### src/core/ocp_pkg.sv
`default_nettype none

package ocp_pkg;

  // Clock and on-time quantum
  localparam int CLK_NS  = 40;
  localparam int STEP_NS = 10;
  localparam int ON_INC  = CLK_NS / STEP_NS;

  // Startup and retry timing, in printed units
  localparam int CAL_US  = 350;
  localparam int PRE_US  = 400;
  localparam int SS_MS   = 14;
  localparam int WAIT_SS = 4;

  // Cycle counts, least times rounded up
  localparam int CAL_CYC  = (CAL_US * 1000 + CLK_NS - 1) / CLK_NS;
  localparam int PRE_CYC  = (PRE_US * 1000 + CLK_NS - 1) / CLK_NS;
  localparam int SS_CYC   = (SS_MS * 1000000 + CLK_NS - 1) / CLK_NS;
  localparam int WAIT_CYC = WAIT_SS * SS_CYC;

  // Widths
  localparam int TMR_W = 24;
  localparam int CNT_W = 16;
  localparam int CODE_W = 6;
  localparam int REF_W  = 7;

  // Trip reference converter: 63 steps of 6.51 mV, 403 mV top
  localparam int STEP_UV = 6510;
  localparam int TOP_MV  = 403;
  localparam logic [CODE_W-1:0] CODE_ZERO = 6'h00;
  localparam logic [CODE_W-1:0] CODE_ONE  = 6'h01;
  localparam logic [CODE_W-1:0] CODE_MAX  = 6'h3F;
  localparam logic [CODE_W-1:0] CODE_DEAD = 6'h0A;
  localparam logic [REF_W-1:0]  REF_ZERO  = 7'h00;
  localparam logic [TMR_W-1:0]  TMR_ZERO  = 24'h00_0000;
  localparam logic [TMR_W-1:0]  TMR_ONE   = 24'h00_0001;
  localparam logic [TMR_W-1:0]  CODE_SPAN = 24'h00_0040;
  localparam logic [CNT_W-1:0]  CNT_ZERO  = 16'h0000;
  localparam logic [CNT_W-1:0]  CNT_INC   = 16'h0004;
  localparam logic [CNT_W-1:0]  CNT_MAX   = 16'hFFFF;

  // Sequencer states
  typedef enum logic [7:0] {
    ST_IDLE   = 8'b0000_0001,
    ST_PRE    = 8'b0000_0010,
    ST_SOFT   = 8'b0000_0100,
    ST_RUN    = 8'b0000_1000,
    ST_FINISH = 8'b0001_0000,
    ST_HWAIT  = 8'b0010_0000,
    ST_HALF   = 8'b0100_0000,
    ST_REST   = 8'b1000_0000
  } state_e;

endpackage

`default_nettype wire

### src/core/ocp_if.sv
`timescale 1ns/1ps
`default_nettype none

interface ocp_if;
  logic gateOn;
  logic windowOpen;
  logic halfDone;

  modport ctrl  (output gateOn, input windowOpen, input halfDone);
  modport meter (input gateOn, output windowOpen, output halfDone);
endinterface

`default_nettype wire

### src/core/on_time_window.sv
`timescale 1ns/1ps
`default_nettype none

module on_time_window #(
  parameter int CNT_W = ocp_pkg::CNT_W
) (
  // Clock and reset
  input wire logic mclk,
  input wire logic sys_rst,
  // Gate and window
  ocp_if.meter     win
);

  logic [CNT_W-1:0] count_r, count_nxt;
  logic [CNT_W-1:0] limit_r, limit_nxt;
  logic [CNT_W-1:0] half_r,  half_nxt;
  logic             gateD_r, gateD_nxt;
  logic             rise;
  logic             fall;
  logic [CNT_W-1:0] elapsed;

  // Counter constants at this module's width
  localparam logic [CNT_W-1:0] CNT_WIDTH_ZERO = CNT_W'(ocp_pkg::CNT_ZERO);
  localparam logic [CNT_W-1:0] CNT_STEP       = CNT_W'(ocp_pkg::CNT_INC);
  localparam logic [CNT_W-1:0] CNT_HOLD       =
    CNT_W'(ocp_pkg::CNT_MAX - ocp_pkg::CNT_INC);

  // Edges of the upper gate and time elapsed in this pulse
  assign rise    = win.gateOn & ~gateD_r;
  assign fall    = ~win.gateOn & gateD_r;
  assign elapsed = rise ? CNT_WIDTH_ZERO : count_r;

  // Window only below three quarters of the prior on-time
  assign win.windowOpen = win.gateOn & (elapsed < limit_r);
  // This cycle's step already counts, so the pulse is not one step long
  assign win.halfDone   = win.gateOn & (elapsed + CNT_STEP >= half_r);

  // Counter in 10 ns units, restarted at each pulse start
  always_comb begin
    count_nxt = count_r;
    limit_nxt = limit_r;
    half_nxt  = half_r;
    gateD_nxt = win.gateOn;
    if (rise) begin
      count_nxt = CNT_W'(ocp_pkg::CNT_INC);
    end else if (win.gateOn && count_r <= CNT_HOLD) begin
      count_nxt = count_r + CNT_W'(ocp_pkg::CNT_INC);
    end
    // Very long pulses hold at the top instead of wrapping
    if (fall) begin
      limit_nxt = count_r - (count_r >> 2);
      half_nxt  = count_r >> 1;
    end
  end

  // First pulse after reset has a closed window, no history yet
  always_ff @(posedge mclk) begin
    if (sys_rst) begin
      count_r <= CNT_WIDTH_ZERO;
      limit_r <= CNT_WIDTH_ZERO;
      half_r  <= CNT_WIDTH_ZERO;
      gateD_r <= 1'b0;
    end else begin
      count_r <= count_nxt;
      limit_r <= limit_nxt;
      half_r  <= half_nxt;
      gateD_r <= gateD_nxt;
    end
  end

endmodule

`default_nettype wire

### src/core/current_limit_sequencer.sv
// What this block does
// Sense upper switch only while it conducts
// Calibrate trip level in 350 us startup
// Hold calibrated level as 6-bit trip code
// Reference: 63 steps, 6.51 mV, 403 mV top
// Step counter until comparator crosses, then freeze
// Set level above range means no limit
// Codes zero through ten give zero threshold
// Sense only up to three-quarter on-time
// Count on-time in 10 ns; keep 3/4
// Flag fault when sense exceeds reference in window
// Double trip value during soft-start
// Restore undoubled value after soft-start
// After trip finish cycle, then half pulse
// Both off four soft-starts, then retry
// Soft-start lasts 14 ms, the wait unit
// 400 us pre-start before soft-start
// No crossing: stop at top, no limit
// One 10 ns timebase; counter restarts per pulse
`timescale 1ns/1ps
`default_nettype none

module current_limit_sequencer #(
  parameter logic [23:0] CAL_CYCLES  = 24'(ocp_pkg::CAL_CYC),
  parameter logic [23:0] PRE_CYCLES  = 24'(ocp_pkg::PRE_CYC),
  parameter logic [23:0] SS_CYCLES   = 24'(ocp_pkg::SS_CYC),
  parameter logic [23:0] WAIT_CYCLES = 24'(ocp_pkg::WAIT_CYC)
) (
  // Clock and reset
  input  wire logic                      mclk,
  input  wire logic                      sys_rst,
  // Control from the converter core
  input  wire logic                      enable,
  input  wire logic                      pwmHigh,
  // Analog comparators
  input  wire logic                      calCompAbove,
  input  wire logic                      senseCompTrip,
  // Power stage drive
  output logic                           upperGate,
  output logic                           lowerGate,
  // Reference converter and status
  output logic [ocp_pkg::CODE_W-1:0]     calCode,
  output logic [ocp_pkg::REF_W-1:0]      tripRefCode,
  output logic                           limitEnabled,
  output logic                           softStartActive,
  output logic                           overcurrentTrip,
  output logic                           restartWait
);

  // Step period: 64 codes spread over the calibration time
  localparam logic [23:0] STEP_LAST =
    CAL_CYCLES / ocp_pkg::CODE_SPAN - ocp_pkg::TMR_ONE;

  ocp_pkg::state_e             state_r, state_nxt;
  logic [ocp_pkg::TMR_W-1:0]   timer_r, timer_nxt;
  logic [ocp_pkg::TMR_W-1:0]   stepCnt_r, stepCnt_nxt;
  logic [ocp_pkg::CODE_W-1:0]  code_r, code_nxt;
  logic                        calDone_r, calDone_nxt;
  logic                        noLimit_r, noLimit_nxt;
  logic                        upper_r, upper_nxt;
  logic                        lower_r, lower_nxt;
  logic [ocp_pkg::REF_W-1:0]   ref_r, ref_nxt;
  logic                        trip_r, trip_nxt;
  logic                        softStart_r, softStart_nxt;
  logic                        restWait_r, restWait_nxt;
  logic                        limitOn_r, limitOn_nxt;
  logic [ocp_pkg::CODE_W-1:0]  effCode;
  logic                        tripNow;

  ocp_if win ();

  assign win.gateOn = upper_r;

  on_time_window #(
    .CNT_W (ocp_pkg::CNT_W)
  ) u_window (
    .mclk    (mclk),
    .sys_rst (sys_rst),
    .win     (win)
  );

  // Low codes collapse to a zero threshold
  assign effCode = (code_r <= ocp_pkg::CODE_DEAD) ? ocp_pkg::CODE_ZERO
                                                  : code_r;

  // Trip only inside the window and only with a limit set
  assign tripNow = ~noLimit_r & win.windowOpen & senseCompTrip;

  // Sequencer next state
  always_comb begin
    state_nxt   = state_r;
    timer_nxt   = timer_r + ocp_pkg::TMR_ONE;
    stepCnt_nxt = stepCnt_r;
    code_nxt    = code_r;
    calDone_nxt = calDone_r;
    noLimit_nxt = noLimit_r;
    upper_nxt   = 1'b0;
    lower_nxt   = 1'b0;
    trip_nxt    = 1'b0;
    unique case (state_r)
      ocp_pkg::ST_IDLE: begin
        timer_nxt = ocp_pkg::TMR_ZERO;
        if (enable) begin
          state_nxt   = ocp_pkg::ST_PRE;
          stepCnt_nxt = ocp_pkg::TMR_ZERO;
          code_nxt    = ocp_pkg::CODE_ZERO;
          calDone_nxt = 1'b0;
          noLimit_nxt = 1'b0;
        end
      end
      ocp_pkg::ST_PRE: begin
        // Stepping ends inside the calibration time
        stepCnt_nxt = stepCnt_r + ocp_pkg::TMR_ONE;
        if (stepCnt_r == STEP_LAST) begin
          stepCnt_nxt = ocp_pkg::TMR_ZERO;
          if (!calDone_r && timer_r < CAL_CYCLES) begin
            if (calCompAbove) begin
              calDone_nxt = 1'b1;
            end else if (code_r == ocp_pkg::CODE_MAX) begin
              calDone_nxt = 1'b1;
              noLimit_nxt = 1'b1;
            end else begin
              code_nxt = code_r + ocp_pkg::CODE_ONE;
            end
          end
        end
        if (timer_r == PRE_CYCLES - ocp_pkg::TMR_ONE) begin
          // Unfinished stepping counts as out of range
          if (!calDone_r) begin
            calDone_nxt = 1'b1;
            noLimit_nxt = 1'b1;
          end
          state_nxt = ocp_pkg::ST_SOFT;
          timer_nxt = ocp_pkg::TMR_ZERO;
        end
      end
      ocp_pkg::ST_SOFT, ocp_pkg::ST_RUN: begin
        upper_nxt = pwmHigh;
        lower_nxt = ~pwmHigh;
        if (state_r == ocp_pkg::ST_SOFT &&
            timer_r == SS_CYCLES - ocp_pkg::TMR_ONE) begin
          state_nxt = ocp_pkg::ST_RUN;
        end
        if (tripNow) begin
          trip_nxt  = 1'b1;
          state_nxt = ocp_pkg::ST_FINISH;
        end
      end
      ocp_pkg::ST_FINISH: begin
        // Let the present pulse run to its natural end
        upper_nxt = pwmHigh;
        lower_nxt = ~pwmHigh;
        if (!pwmHigh) begin
          state_nxt = ocp_pkg::ST_HWAIT;
        end
      end
      ocp_pkg::ST_HWAIT: begin
        lower_nxt = 1'b1;
        if (pwmHigh) begin
          state_nxt = ocp_pkg::ST_HALF;
          upper_nxt = 1'b1;
          lower_nxt = 1'b0;
        end
      end
      ocp_pkg::ST_HALF: begin
        upper_nxt = 1'b1;
        if (win.halfDone) begin
          state_nxt = ocp_pkg::ST_REST;
          upper_nxt = 1'b0;
          timer_nxt = ocp_pkg::TMR_ZERO;
        end
      end
      ocp_pkg::ST_REST: begin
        // Both switches stay off for the whole wait
        if (timer_r == WAIT_CYCLES - ocp_pkg::TMR_ONE) begin
          state_nxt = ocp_pkg::ST_SOFT;
          timer_nxt = ocp_pkg::TMR_ZERO;
        end
      end
      default: begin
        state_nxt = ocp_pkg::ST_IDLE;
      end
    endcase
    // Disable drops everything back to standby
    if (!enable) begin
      state_nxt = ocp_pkg::ST_IDLE;
      upper_nxt = 1'b0;
      lower_nxt = 1'b0;
      trip_nxt  = 1'b0;
    end
  end

  // Status flags registered; reference doubled in soft-start for inrush
  always_comb begin
    softStart_nxt = (state_nxt == ocp_pkg::ST_SOFT);
    restWait_nxt  = (state_nxt == ocp_pkg::ST_REST);
    limitOn_nxt   = ~noLimit_nxt;
    if (state_nxt == ocp_pkg::ST_SOFT) begin
      ref_nxt = {effCode, 1'b0};
    end else begin
      ref_nxt = {1'b0, effCode};
    end
  end

  // Sequencer registers
  always_ff @(posedge mclk) begin
    if (sys_rst) begin
      state_r   <= ocp_pkg::ST_IDLE;
      timer_r   <= ocp_pkg::TMR_ZERO;
      stepCnt_r <= ocp_pkg::TMR_ZERO;
      code_r    <= ocp_pkg::CODE_ZERO;
      calDone_r <= 1'b0;
      noLimit_r <= 1'b0;
      upper_r   <= 1'b0;
      lower_r   <= 1'b0;
      ref_r     <= ocp_pkg::REF_ZERO;
      trip_r    <= 1'b0;
      softStart_r <= 1'b0;
      restWait_r  <= 1'b0;
      limitOn_r   <= 1'b1;
    end else begin
      state_r   <= state_nxt;
      timer_r   <= timer_nxt;
      stepCnt_r <= stepCnt_nxt;
      code_r    <= code_nxt;
      calDone_r <= calDone_nxt;
      noLimit_r <= noLimit_nxt;
      upper_r   <= upper_nxt;
      lower_r   <= lower_nxt;
      ref_r     <= ref_nxt;
      trip_r    <= trip_nxt;
      softStart_r <= softStart_nxt;
      restWait_r  <= restWait_nxt;
      limitOn_r   <= limitOn_nxt;
    end
  end

  // Outputs straight from flip-flops
  assign upperGate       = upper_r;
  assign lowerGate       = lower_r;
  assign calCode         = code_r;
  assign tripRefCode     = ref_r;
  assign limitEnabled    = limitOn_r;
  assign softStartActive = softStart_r;
  assign overcurrentTrip = trip_r;
  assign restartWait     = restWait_r;

endmodule

`default_nettype wire

### config.mk
export PLATFORM = sky130hd
export DESIGN_NAME = current_limit_sequencer
export DESIGN_NICKNAME = d
export VERILOG_FILES = /design/src/core/ocp_pkg.sv /design/src/core/ocp_if.sv /design/src/core/on_time_window.sv /design/src/core/current_limit_sequencer.sv
export SDC_FILE = /design/constraint.sdc
export NUM_CORES = 1
export LEC_CHECK = 0
export BUFFER_PORTS_ARGS = -buffer_cell sky130_fd_sc_hd__buf_2
export CAP_MARGIN = 20
export CORE_ASPECT_RATIO = 0.8
export CORE_MARGIN = 1.5
export CORE_UTILIZATION = 58
export CTS_BUF_LIST = sky130_fd_sc_hd__clkbuf_4
export CTS_CLUSTER_SIZE = 12
export DETAILED_ROUTE_END_ITERATION = 7
export PLACE_DENSITY_LB_ADDON = 0.05
export RECOVER_POWER = 50
export SLEW_MARGIN = 10
export SYNTH_ARGS = -nofsm -noshare
export SYNTH_HDL_FRONTEND = slang
export SYNTH_SLANG_ARGS = --single-unit
### constraint.sdc
create_clock -name mclk -period 3.93 [get_ports mclk]
set_clock_uncertainty 0.15 [all_clocks]
set_input_delay 0.786 -clock mclk [delete_from_list [all_inputs] [get_ports mclk]]
set_output_delay 0.786 -clock mclk [all_outputs]
set_load 0.05 [all_outputs]
; ---- Yosys cells after proc, flatten, opt, wreduce, memory -nomap -nowiden
; Cells that the tools add are included.
[op_classes]
order_cmp = 5
n_addsub = 6
n_mux = 49
n_eq_ne = 20
n_reduce_logical = 15
bitwise_logic = 14
[op_table]
columns = operator, count
row1 = two-way mux 24 bit, 5
row2 = one-hot mux 24 bit (4 select lines), 1
row3 = two-way mux 8 bit, 8
row4 = one-hot mux 8 bit (7 select lines), 1
row5 = "adder 24 x 1 -> 24 bit, second input constant", 2
row6 = one-hot mux 24 bit (2 select lines), 1
row7 = two-way mux 6 bit, 7
row8 = "adder 16 x 3 -> 16 bit, second input constant", 2
row9 = "equality test 24 x 14 -> 1 bit, second input constant", 1
row10 = "equality test 24 x 19 -> 1 bit, second input constant", 1
row11 = "equality test 24 x 21 -> 1 bit, second input constant", 1
row12 = "equality test 24 x 8 -> 1 bit, second input constant", 1
row13 = "< comparator 24 x 14 -> 1 bit, second input constant", 1
row14 = two-way mux 1 bit, 18
row15 = "equality test 8 x 3 -> 1 bit, second input constant", 2
row16 = "equality test 8 bit, second input constant", 2
row17 = >= comparator 16 x 15 -> 1 bit, 1
row18 = "<= comparator 16 bit, second input constant", 1
row19 = < comparator 16 bit, 1
row20 = two-way mux 16 bit, 1
row21 = subtractor 16 x 14 -> 16 bit, 1
row22 = one-hot mux 6 bit (2 select lines), 1
row23 = "inequality test 2 bit, second input constant", 5
row24 = OR reduction 2 bit, 5
row25 = other kinds (20), 39
[totals]
in_bits = 6
register_bits = 125
wordCells = 129
out_inout_bits = 19

; ---- Longest topological paths before layout
; Gate-level depths: netlist (run 1).
[depth]
word_depth = 13
depth_mapped = 19

; ---- By module
; From an unflattened synthesis (run 1), not the netlist that was laid out.
[hier_totals]
hier_cells = 955
area_unflattened_um2 = 7423.4
[by_module_without_submodules]
columns = module, n_inst, cells_per_inst, area_each_um2
row1 = current_limit_sequencer, 1, 491, 3943.8
row2 = on_time_window, 1, 464, 3479.6

; ---- Worst setup path before layout (run 1)
; No wires, ideal clock.
[synth_path]
path_type = register -> register
start = register upper_r (netlist: upperGate)
end = register timer_r[8] (netlist name)
arrival_time_ps = 4037
setup_slack_ps = -322
t_required_ps = 3716
n_path_buf = 3
setup_ps = 64
stages_incl_launch_ff = 19
path_cell_list = dfxtp_1 -> nor2b_1 -> clkbuf_1 -> clkbuf_1 -> nor2_1 -> ha_1 -> nand3_1 -> nor2_1 -> nand3_1 -> xnor2_1 -> nor2_1 -> ha_1 -> a21oi_1 -> o21ai_0 -> a2111o_1 -> o21ai_0 -> a41oi_2 -> buf_4 -> nor2_1
[synth_via]
elab_chain_len = 7
[synth_rtl]
columns = element, line
row1 = "start, declared", current_limit_sequencer.sv:60  ; logic upper_r, upper_nxt;
row2 = "start signal, assigned", current_limit_sequencer.sv:228  ; upper_r <= upper_nxt;
row3 = AND 1 bit, on_time_window.sv:29  ; assign rise = win.gateOn & ~gateD_r;
row4 = two-way mux 16 bit, on_time_window.sv:31  ; assign elapsed = rise ? CNT_WIDTH_ZERO : count_r;
row5 = adder 16 x 3 -> 16 bit, on_time_window.sv:36  ; assign win.halfDone = win.gateOn & (elapsed + CNT_STEP >= half_r);
row6 = >= comparator 16 x 15 -> 1 bit, on_time_window.sv:36
row7 = AND 1 bit *, on_time_window.sv:36
row8 = two-way mux 24 bit *, current_limit_sequencer.sv:167  ; if (win.halfDone) begin
row9 = one-hot mux 24 bit (4 select lines) *, current_limit_sequencer.sv:100  ; unique case (state_r)
row10 = "end signal, assigned", current_limit_sequencer.sv:209  ; timer_r <= ocp_pkg::TMR_ZERO;
row11 = "end signal, assigned", current_limit_sequencer.sv:223  ; timer_r <= timer_nxt;
row12 = "end, declared", current_limit_sequencer.sv:55  ; logic [ocp_pkg::TMR_W-1:0] timer_r, timer_nxt;
; Mark *: on every way between the ends. The rest lies on a longest branch, timed or not.
; A chain may end at the register's enable or synchronous reset.

; ---- Worst setup path in the final report (run 1)
[layout_path]
start = register upper_r (netlist: upperGate)
end = register timer_r[9] (netlist name)
; The elaborated chain is that of the path after synthesis.

==> reports/metrics.cfg, run 1 <==
[sta]
final_hold_viol_count=0
slew_headroom_pct=-90.8
slew_violations=61
fin_crit_ns=3.56
fin_tns_setup_ns=0
finalSetupViolCount=0
rsz0062_at_grt=no
tightest_slew_ns=2.86
fmax_mhz=281
fin_crit_sh_pct=90.6

[place]
placed_area_um2=7420
port_buffers=24
dp_hpwl_um=12800
gp_congestion=0.938

[pwr]
peakVddDrop_v=0.000222
p_per_area_nw_per_um2=310
leakagePower_nw=2.78

[grt]
track_usage_pct=28.7
grt_max_degree=61
first_global_vias=6214
grt.overflow.total=0
antenna_found_initial=0
grt_pass1_wl_um=29900

[outcome]
violations=capacitance limit, slew limit
outcome=finished with violations

[yosys]
ys_ff_latch=121
ys.flop_type=dfxtp_1
yosys_warnings=0
avgSynthCellArea_um2=7.73
async_flop_share_pct=0
synth_edf_count=0
syn_area_um2=7180
synth.area.top_cells=dfxtp_1 34%, ha_1 8.0%, nor2_1 6.0%
synth_area_leader_cell=dfxtp_1
synth_cell_types=62
netlist_instances=929
syn_nets=981
synth_top_area_share_pct=33.7
yosysSeqAreaShare_pct=33.7

[cts]
numCtsBuffers=17
post_cts_buffers=0
clkSlewWorstSetupHoldPaths_ns=0.11
htree_levels=4
cts_num_sinks=121
clk-insertion-delay-late_ns=0.54
cts_root_buf=clkbuf_4
clk_path_buf_depth=2
cts_tree=built

[cells_and_area]
design_area_um2=7750
diodes=0
fin_util_pct=64.0
nets=998
areaGrowthSynthToFinish_pct=7.89
final_common_cell=dfxtp_1
drive_gt1_share_pct=5.63
final_cell_mix=119 x dfxtp_1, 115 x nor2_1, 108 x nand2_1
fillCellCount=1098

[setup_path]
crit_top_cell=nor2_1
critPathLaunch=upperGate
crit_type=reg -> reg
start_kind=flip-flop
cp-end-kind=flip-flop
critical_path.max_stage_delay_ns=0.42
crit_path_max_fanout=24
arrival_ns=3.88
crit_chain=nor2b_1 > buf_4 > nor2_1 > nand3_1 > nor2_1 > nand3_1 > xnor2_1 > nor2_1 > ha_1 > a21oi_1 > o21ai_0 > a2111o_1 > o21ai_2 > a41oi_2 > buf_4 > nor2_1
rr_startpoint=upperGate
critPathSlowestCell=a2111o_1
cp.required_ns=4.25

[detailed_routing]
ant_nets=0
dr.pass1.iters=5
viasPerCell=6.06
drtIter0Drc=646
drt-total-wl_um=17800
wl_per_cell_um=16.0
dr_total_vias=6736
remaining_drc_errors=0

[floorplan]
start_util_pct=59.3
core-area_um2=12100
die_h_um=103
chipWidth_um=127
io_pins=25
num_rows=36
die_area_um2=13100

[hold_path]
hp-class=reg -> reg
worst_hold_startpoint=timer_r[0]

[job]
maxCapViolCount=1

per-stage QoR:
step / power [mW] / hold WS [ns] / setup slack [ns] / std cells
floorplan: 1.31 / 0.267 / 0.0854 / 929
global placement: 1.33 / 0.280 / 0.368 / 1079
detailed placement: 1.33 / 0.293 / 0.273 / 1079
CTS: 2.42 / 0.307 / 0.210 / 1111
global route: 2.49 / 0.320 / 0.0660 / 1111
finish: 2.40 / 0.308 / 0.369 / 1111
layer usage:
layer / wire length (um) / GRT usage [%] / vias up / share of wire (%)
met5: 0 / 0 / - / 0
met4: 231 / 8.74 / 0 / 1.3
met3: 1210 / 7.52 / 23 / 6.8
met2: 7890 / 45.6 / 242 / 44
met1: 8440 / 38.7 / 3145 / 47
li1: - / - / 3326 / -
worst paths after layout:
check	endpoint	slack (ns)	cells past startpoint
worst max-delay path	timer_r[9]	0.37	16
worst min-delay path	timer_r[0]	0.31	1
worst max register to register	timer_r[9]	0.37	16
worst min register to register	timer_r[0]	0.31	1
power breakdown:
part | internal, mW | switching (mW)
Combinational | 0.0153 | 0.0537
Sequential | 1.23 | 0.00363
Clock | 0.622 | 0.480
Total | 1.87 | 0.538
registers in the layout (all words and copies together), names as in the netlist, 6 cells and up:
register          count
stepCnt_r            24
state_r               8
u_window.half_r      13
tripRefCode           7
timer_r              24
u_window.limit_r     16
u_window.count_r     14
calCode               6
critical path: cells and delay by family, from the launching register on:
kind / cells / cell delay, ns
xor+xnor: 1 / 0.15
simple gates: 7 / 1.10
flops: 1 / 0.33
buf+inv: 2 / 0.46
fa+ha+maj: 1 / 0.29
compound gates: 5 / 1.00
cell usage after synthesis, drive strengths merged (6+ instances only):
| library cell | instances |
|---|---|
| nand2b | 7 |
| nand4 | 19 |
| nand4b | 8 |
| and2 | 10 |
| dfxtp | 121 |
| or3 | 11 |
| a311oi | 13 |
| a41oi | 6 |
| nor3 | 24 |
| buf | 7 |
| a21oi | 70 |
| a211oi | 8 |
| clkbuf | 28 |
| nand2 | 108 |
| inv | 61 |
| nor2b | 13 |
| and3 | 18 |
| a21o | 9 |
| nor4 | 16 |
| nor2 | 115 |
| xor2 | 24 |
| xnor2 | 33 |
| o21ai | 43 |
| ha | 46 |
| o21a | 10 |
| nand3 | 30 |
| a31oi | 16 |
cell families (layout without fill, tap and decap cells):
group	count (synthesis)	in the layout	synth area share (%)
DFF	121	121	33.7
muxes	3	3	0.418
AOI/OAI and AO/OA	200	200	17.7
buffers and inverters	97	127	5.21
xor gates and xnor gates	57	57	6.95
adders and majority gates	46	46	8.01
and+or+nand+nor	405	405	28.0
area by class of cell:
cell class                 count  area [um^2]  share of cell area (%)
clock buffer                  17          128                    1.65
sequential                   121         2420                    31.3
multi-input combinational    711         4390                    56.7
inverter                      62          233                    3.00
tap                          152          190                    2.45
timing repair buffer          33          151                    1.95
clock inverter                15          230                    2.97
timing repair:
item / in CTS / in global routing
endpoints found under the setup margin: 0 / 28
resized for setup: 0 / 3
hold buffers: 0 / 0
No activity file was read; power rests on OpenSTA's default activity.
==> inputs of run 2 (changes only) <==
Settings changed: ABC_AREA from default to 1, CORE_UTILIZATION 58 to 59.
==> run 2 against run 1 <==
The run still ends with capacitance limit, slew limit left; utilization increased by 1.3 points; combinational power increased by 61%; synthesized cell count up 31%; final cell count up 28%; total power shrank 4.1%; worst setup slack gained 0.00076 ns.
==> reports/metrics.cfg, run 2 <==
[pwr]
p_per_area_nw_per_um2=270
p_sw_share_pct=24.1
peakVddDrop_v=0.000190
intPower_mw=1.75
leakagePower_nw=3.80
switchingPower_mw=0.556
pwr-share-clk_pct=41.5
pwr-share-seq_pct=53.7
pwr-share-comb_pct=4.8

[sta]
fin_tns_setup_ns=0
final_hold_viol_count=0
tightest_slew_ns=1.61
rsz0062_at_grt=no
hold_slack_ns=0.319
fin_crit_sh_pct=90.6
slew_headroom_pct=-7.23
fin_crit_ns=3.56
fmax_mhz=281
slew_violations=103
finalSetupViolCount=0

[grt]
antenna_found_initial=0
first_global_vias=6814
track_usage_pct=29.7
grt_max_degree=67
grt.overflow.total=0
grt_pass1_wl_um=33800

[yosys]
synth_common_cells=238 x nand2_1, 202 x inv_1, 123 x nor2_1, 121 x dfxtp_1, 87 x a21oi_1
yosys_warnings=0
netlist_instances=1213
synth.area.top_cells=dfxtp_1 30%, nand2_1 11%, inv_1 9.5%
ys_ff_latch=121
synthMostInstantiatedCell=nand2_1
synth_top_area_share_pct=30.2
synth_top_family_by_area=simple AND/OR/NAND/NOR gates
yosys.area_share.adder_pct=7.19
synth_cell_types=48
synthXorXnorAreaFrac_pct=4.05
avgSynthCellArea_um2=6.60
synth_compound_area_share_pct=13.1
synth_area_leader_cell=dfxtp_1
ys.flop_type=dfxtp_1
async_flop_share_pct=0
synthMuxAreaShare_pct=0
yosysSeqAreaShare_pct=30.2
synth_edf_count=0
syn_area_um2=8010
yosys.area_share.simple_pct=33.4
syn_nets=1265

[detailed_routing]
dr.pass1.iters=5
viasPerCell=5.53
drtIter0Drc=787
dr_total_vias=7879
remaining_drc_errors=0
ant_nets=0
wl_per_cell_um=14.6
drt-total-wl_um=20800

[cells_and_area]
final_cells=1425
nets=1290
fillCellCount=1275
regArea_um2=2420
final_cell_mix=240 x nand2_1, 207 x inv_1, 123 x nor2_1
areaGrowthSynthToFinish_pct=6.36
multi_input_area_um2=4610
final_common_cell=nand2_1
drive_gt1_share_pct=7.20
diodes=0
reg_top3=stepCnt_r x24, timer_r x24, u_window.limit_r x16

[job]
maxCapViolCount=2

[floorplan]
die_h_um=107
io_pins=25
die_area_um2=14300
core-area_um2=13100
start_util_pct=61.3
num_rows=37
chipWidth_um=133

[cts]
cts_root_buf=clkbuf_4
cts_num_sinks=121
cts_tree=built
clk-insertion-delay-late_ns=0.55
numCtsBuffers=17
hold_buffers=0
clk_path_buf_depth=2
clkSlewWorstSetupHoldPaths_ns=0.11
htree_levels=4

[setup_path]
arrival_ns=3.86
cp-end-kind=flip-flop
cp.required_ns=4.23
start_kind=flip-flop
critPathLaunch=u_window.gateD_r
critical_path.max_stage_delay_ns=0.32
path_buf_inv=4
crit_type=reg -> reg
worst_path_dominant_cell_family=simple AND/OR/NAND/NOR gates
crit_chain=inv_1 > nand2_2 > inv_2 > nor2_1 > ha_1 > nand3_1 > nor3_2 > nand4_1 > nor2_1 > xnor2_1 > inv_1 > ha_1 > and3_1 > nand2_1 > nor2_1 > nor2_1 > nand2_1 > nor2_1 > nand2_1 > nand2_1 > nand2_4 > nand4_2 > nand2_1 > inv_1
crit_path_max_fanout=7
rr_startpoint=u_window.gateD_r
critPathSlowestCell=dfxtp_1

[place]
dp_hpwl_um=15400
dp_cells=1391
port_buffers=24
gp_congestion=0.920

[hold_path]
worst_hold_startpoint=timer_r[0]
hp-class=reg -> reg

[outcome]
violations=capacitance limit, slew limit
outcome=finished with violations

==> run 2: power by group through the flow <==
stage	sequential, mW	combinational [mW]	clock (mW)
detailed placement	1.27	0.106	0
global placement	1.27	0.105	0
floorplan	1.27	0.0762	0
CTS	1.24	0.106	0.972
global route	1.24	0.120	1.03
finish	1.24	0.111	0.956
==> run 2: worst paths after layout <==
path / end / slack [ns] / cells past startpoint
max reg2reg: timer_r[14] / 0.37 / 24
min: timer_r[0] / 0.32 / 1
min reg2reg: timer_r[0] / 0.32 / 1
max: timer_r[14] / 0.37 / 24
==> run 2: logic make-up (layout without fill, tap and decap cells) <==
group | Yosys count | in the layout
fa+ha+maj | 46 | 46
flops | 121 | 121
buf+inv | 249 | 283
xor+xnor | 37 | 37
compound gates | 189 | 189
simple gates | 571 | 574
==> run 2: final cells by class <==
| type | instances | share of cell area [%] |
|---|---|---|
| clock buffers | 18 | 1.59 |
| multi-input cells | 846 | 54.2 |
| well taps | 175 | 2.57 |
| repair buffers | 29 | 1.53 |
| clock inverters | 13 | 1.87 |
| flip-flops and latches | 121 | 28.5 |
| inverters | 223 | 9.83 |
==> run 2: metrics by stage <==
stage                     cell area [um^2]  util (%)  total power, mW  setup slack, ns
after global routing                  8520      65.2             2.39           0.0102
after floorplan                       8010         -             1.35            0.281
after global placement                8260      63.3             1.37            0.449
final                                 8520      65.2             2.30            0.370
after CTS                             8550      65.5             2.32            0.295
after detailed placement              8260      63.3             1.37            0.318
==> run 2: per-layer routing <==
metal | track usage, % | up-vias | wire length, um
li1 | - | 4022 | -
met1 | 47.0 | 3543 | 10900
met2 | 38.8 | 298 | 7850
met3 | 8.70 | 16 | 1980
met4 | 5.43 | 0 | 132
met5 | 0 | - | 0
==> run 2: worst register-to-register path, stage by stage (launching register included) <==
cell,delay (ns)
dfxtp_1,0.32
inv_1,0.05
nand2_2,0.15
inv_2,0.06
nor2_1,0.18
ha_1,0.23
nand3_1,0.17
nor3_2,0.21
nand4_1,0.14
nor2_1,0.15
xnor2_1,0.13
inv_1,0.06
ha_1,0.29
and3_1,0.18
nand2_1,0.06
nor2_1,0.09
nor2_1,0.04
nand2_1,0.06
nor2_1,0.04
nand2_1,0.07
nand2_1,0.09
nand2_4,0.16
nand4_2,0.20
nand2_1,0.12
inv_1,0.05
==> run 2: repair_timing <==
item                       CTS  global route
resized for setup            0             4
buffers inserted             0             0
setup endpoints to repair    0            24
hold endpoints to repair     0             0
==> inputs of run 3 (changes only) <==
Settings changed: CORE_UTILIZATION 59 to 49.
==> run 3 against run 2 <==
Critical endpoint is now timer_r[6]; total power fell by 11%; register-to-register slack got worse by 0.02 ns; utilization fell by 12 points; maximum frequency fell by 0.55%; die area rose by 20%; the run now ends clean; critical path type unchanged; sequential cell count did not move; design area fell by 0.46%.
==> reports/metrics.cfg, run 3 (synthesized netlist as in run 2, its figures left out) <==
[outcome]
outcome=finished, final reports clean

[floorplan]
num_rows=41
die_area_um2=17100
core-area_um2=15900
start_util_pct=50.5
die_h_um=117
io_pins=25
chipWidth_um=146

[hold_path]
whs_endpoint=timer_r[0]
hp-class=reg -> reg
holdPathStages=1
worst_hold_startpoint=timer_r[0]

[pwr]
intPower_mw=1.48
switchingPower_mw=0.569
finalPower_mw=2.05
leakagePower_nw=3.72
peakVddDrop_v=0.000151
pwr-share-comb_pct=5.5
p_sw_share_pct=27.8
pwr-share-seq_pct=60.4
p_per_area_nw_per_um2=241
pwr-share-clk_pct=34.1

[setup_path]
cp.required_ns=4.22
cp-end-kind=flip-flop
crit_path_max_fanout=11
r2r-end=timer_r[6]
arrival_ns=3.87
crit_chain=inv_1 > nand2_2 > inv_2 > nor2_1 > ha_1 > nand3_1 > nor3_2 > nand4_1 > nor2_1 > xnor2_1 > inv_1 > ha_1 > and3_1 > nand2_1 > nor2_1 > nor2_1 > nand2_1 > nor2_1 > nand2_1 > nand2_1 > nand2_2 > nand4_4 > nand2_1 > inv_2
crit_type=reg -> reg
start_kind=flip-flop
critical_path.max_stage_delay_ns=0.32
path_buf_inv=4
worst_path_dominant_cell_family=simple AND/OR/NAND/NOR gates
critPathSlowestCell=dfxtp_1
rr_startpoint=u_window.gateD_r
rrSetupSlack_ns=0.35
reg2reg_depth=24

[cts]
numCtsBuffers=17
post_cts_buffers=0
clk_path_buf_depth=2
clkSlewWorstSetupHoldPaths_ns=0.10
cts_num_sinks=121
cts_tree=built
htree_levels=4
clk-insertion-delay-late_ns=0.55
cts_root_buf=clkbuf_4

[detailed_routing]
remaining_drc_errors=0
drtIter0Drc=762
dr_total_vias=7856
ant_nets=0
dr.pass1.iters=5
drt-total-wl_um=21600
wl_per_cell_um=14.7
viasPerCell=5.37

[place]
dp_hpwl_um=16100
port_buffers=24
gp_congestion=0.877

[sta]
fin_crit_ns=3.58
slew_headroom_pct=19.4
fin_crit_sh_pct=91.1
rsz0062_at_grt=no
slew_violations=0
finalSetupViolCount=0
hold_slack_ns=0.319
fmax_mhz=279
fin_tns_setup_ns=0
tightest_slew_ns=1.21
final_hold_viol_count=0

[grt]
antenna_found_initial=1
grt.overflow.total=0
grt_max_degree=52
grt_pass1_wl_um=34900
track_usage_pct=25.4
first_global_vias=6715

[job]
maxCapViolCount=0

[cells_and_area]
fin_util_pct=53.5
areaGrowthSynthToFinish_pct=5.87
reg_top3=stepCnt_r x24, timer_r x24, u_window.limit_r x16
final_cell_mix=240 x nand2_1, 203 x inv_1, 123 x nor2_1
fillCellCount=1642
nets=1289
drive_gt1_share_pct=7.29
final_common_cell=nand2_1

[run 3: changes by cell type in the layout (fill, tap and decap cells not counted), sizes merged]
cell / delta
bufinv: -4
diode: +1
clkbuf: +1
buf: -2
clkinv: +1
clkinvlp: +3
nand4: -1
[run 3: through the flow]
stage	area [um^2]	worst slack, ns	cells
2_1_floorplan	8010	0.281	1213
3_5_place_dp	8310	0.302	1431
3_3_place_gp	8310	0.406	1431
6_report	8480	0.350	1464
4_1_cts	8500	0.241	1461
5_1_grt	8480	0.00386	1464
[run 3: worst max path at each step]
stage,slack (ns),endpoint,cells after the start,from
finish,0.35,timer_r[6],24,u_window.gateD_r
global route,0.004,timer_r[11],24,u_window.gateD_r
CTS,0.24,timer_r[1],22,u_window.count_r[2]
detailed placement,0.30,timer_r[0],22,u_window.count_r[2]
global placement,0.41,timer_r[0],24,u_window.gateD_r
floorplan,0.28,timer_r[6],25,upperGate
[run 3: metal layers]
metal	vias up	GRT usage, %	wire [um]
met5	-	0	0
met4	0	4.40	123
met3	12	5.60	1630
met2	255	31.0	7780
met1	3565	43.2	12000
li1	4024	-	-
[run 3: cell type report]
cell class / count / area (um^2) / share of cell area, %
flip-flops and latches: 121 / 2420 / 28.6
well taps: 215 / 269 / 3.17
repair buffers: 29 / 130 / 1.53
multi-input cells: 845 / 4620 / 54.5
inverters: 223 / 837 / 9.87
clock inverters: 13 / 65.1 / 0.767
clock buffers: 17 / 128 / 1.51
diodes: 1 / 2.50 / 0.0295
[run 3: what timing repair did]
action | in CTS | in global routing
hold buffers | 0 | 0
resized for setup | 0 | 3
setup endpoints to repair | 0 | 24
[run 3: power groups by stage]
stage,Sequential [mW],Clock (mW),Combinational (mW)
3_3_place_gp,1.27,0,0.108
6_report,1.24,0.698,0.112
4_1_cts,1.24,0.718,0.109
5_1_grt,1.24,0.783,0.123
3_5_place_dp,1.27,0,0.108
2_1_floorplan,1.27,0,0.0762
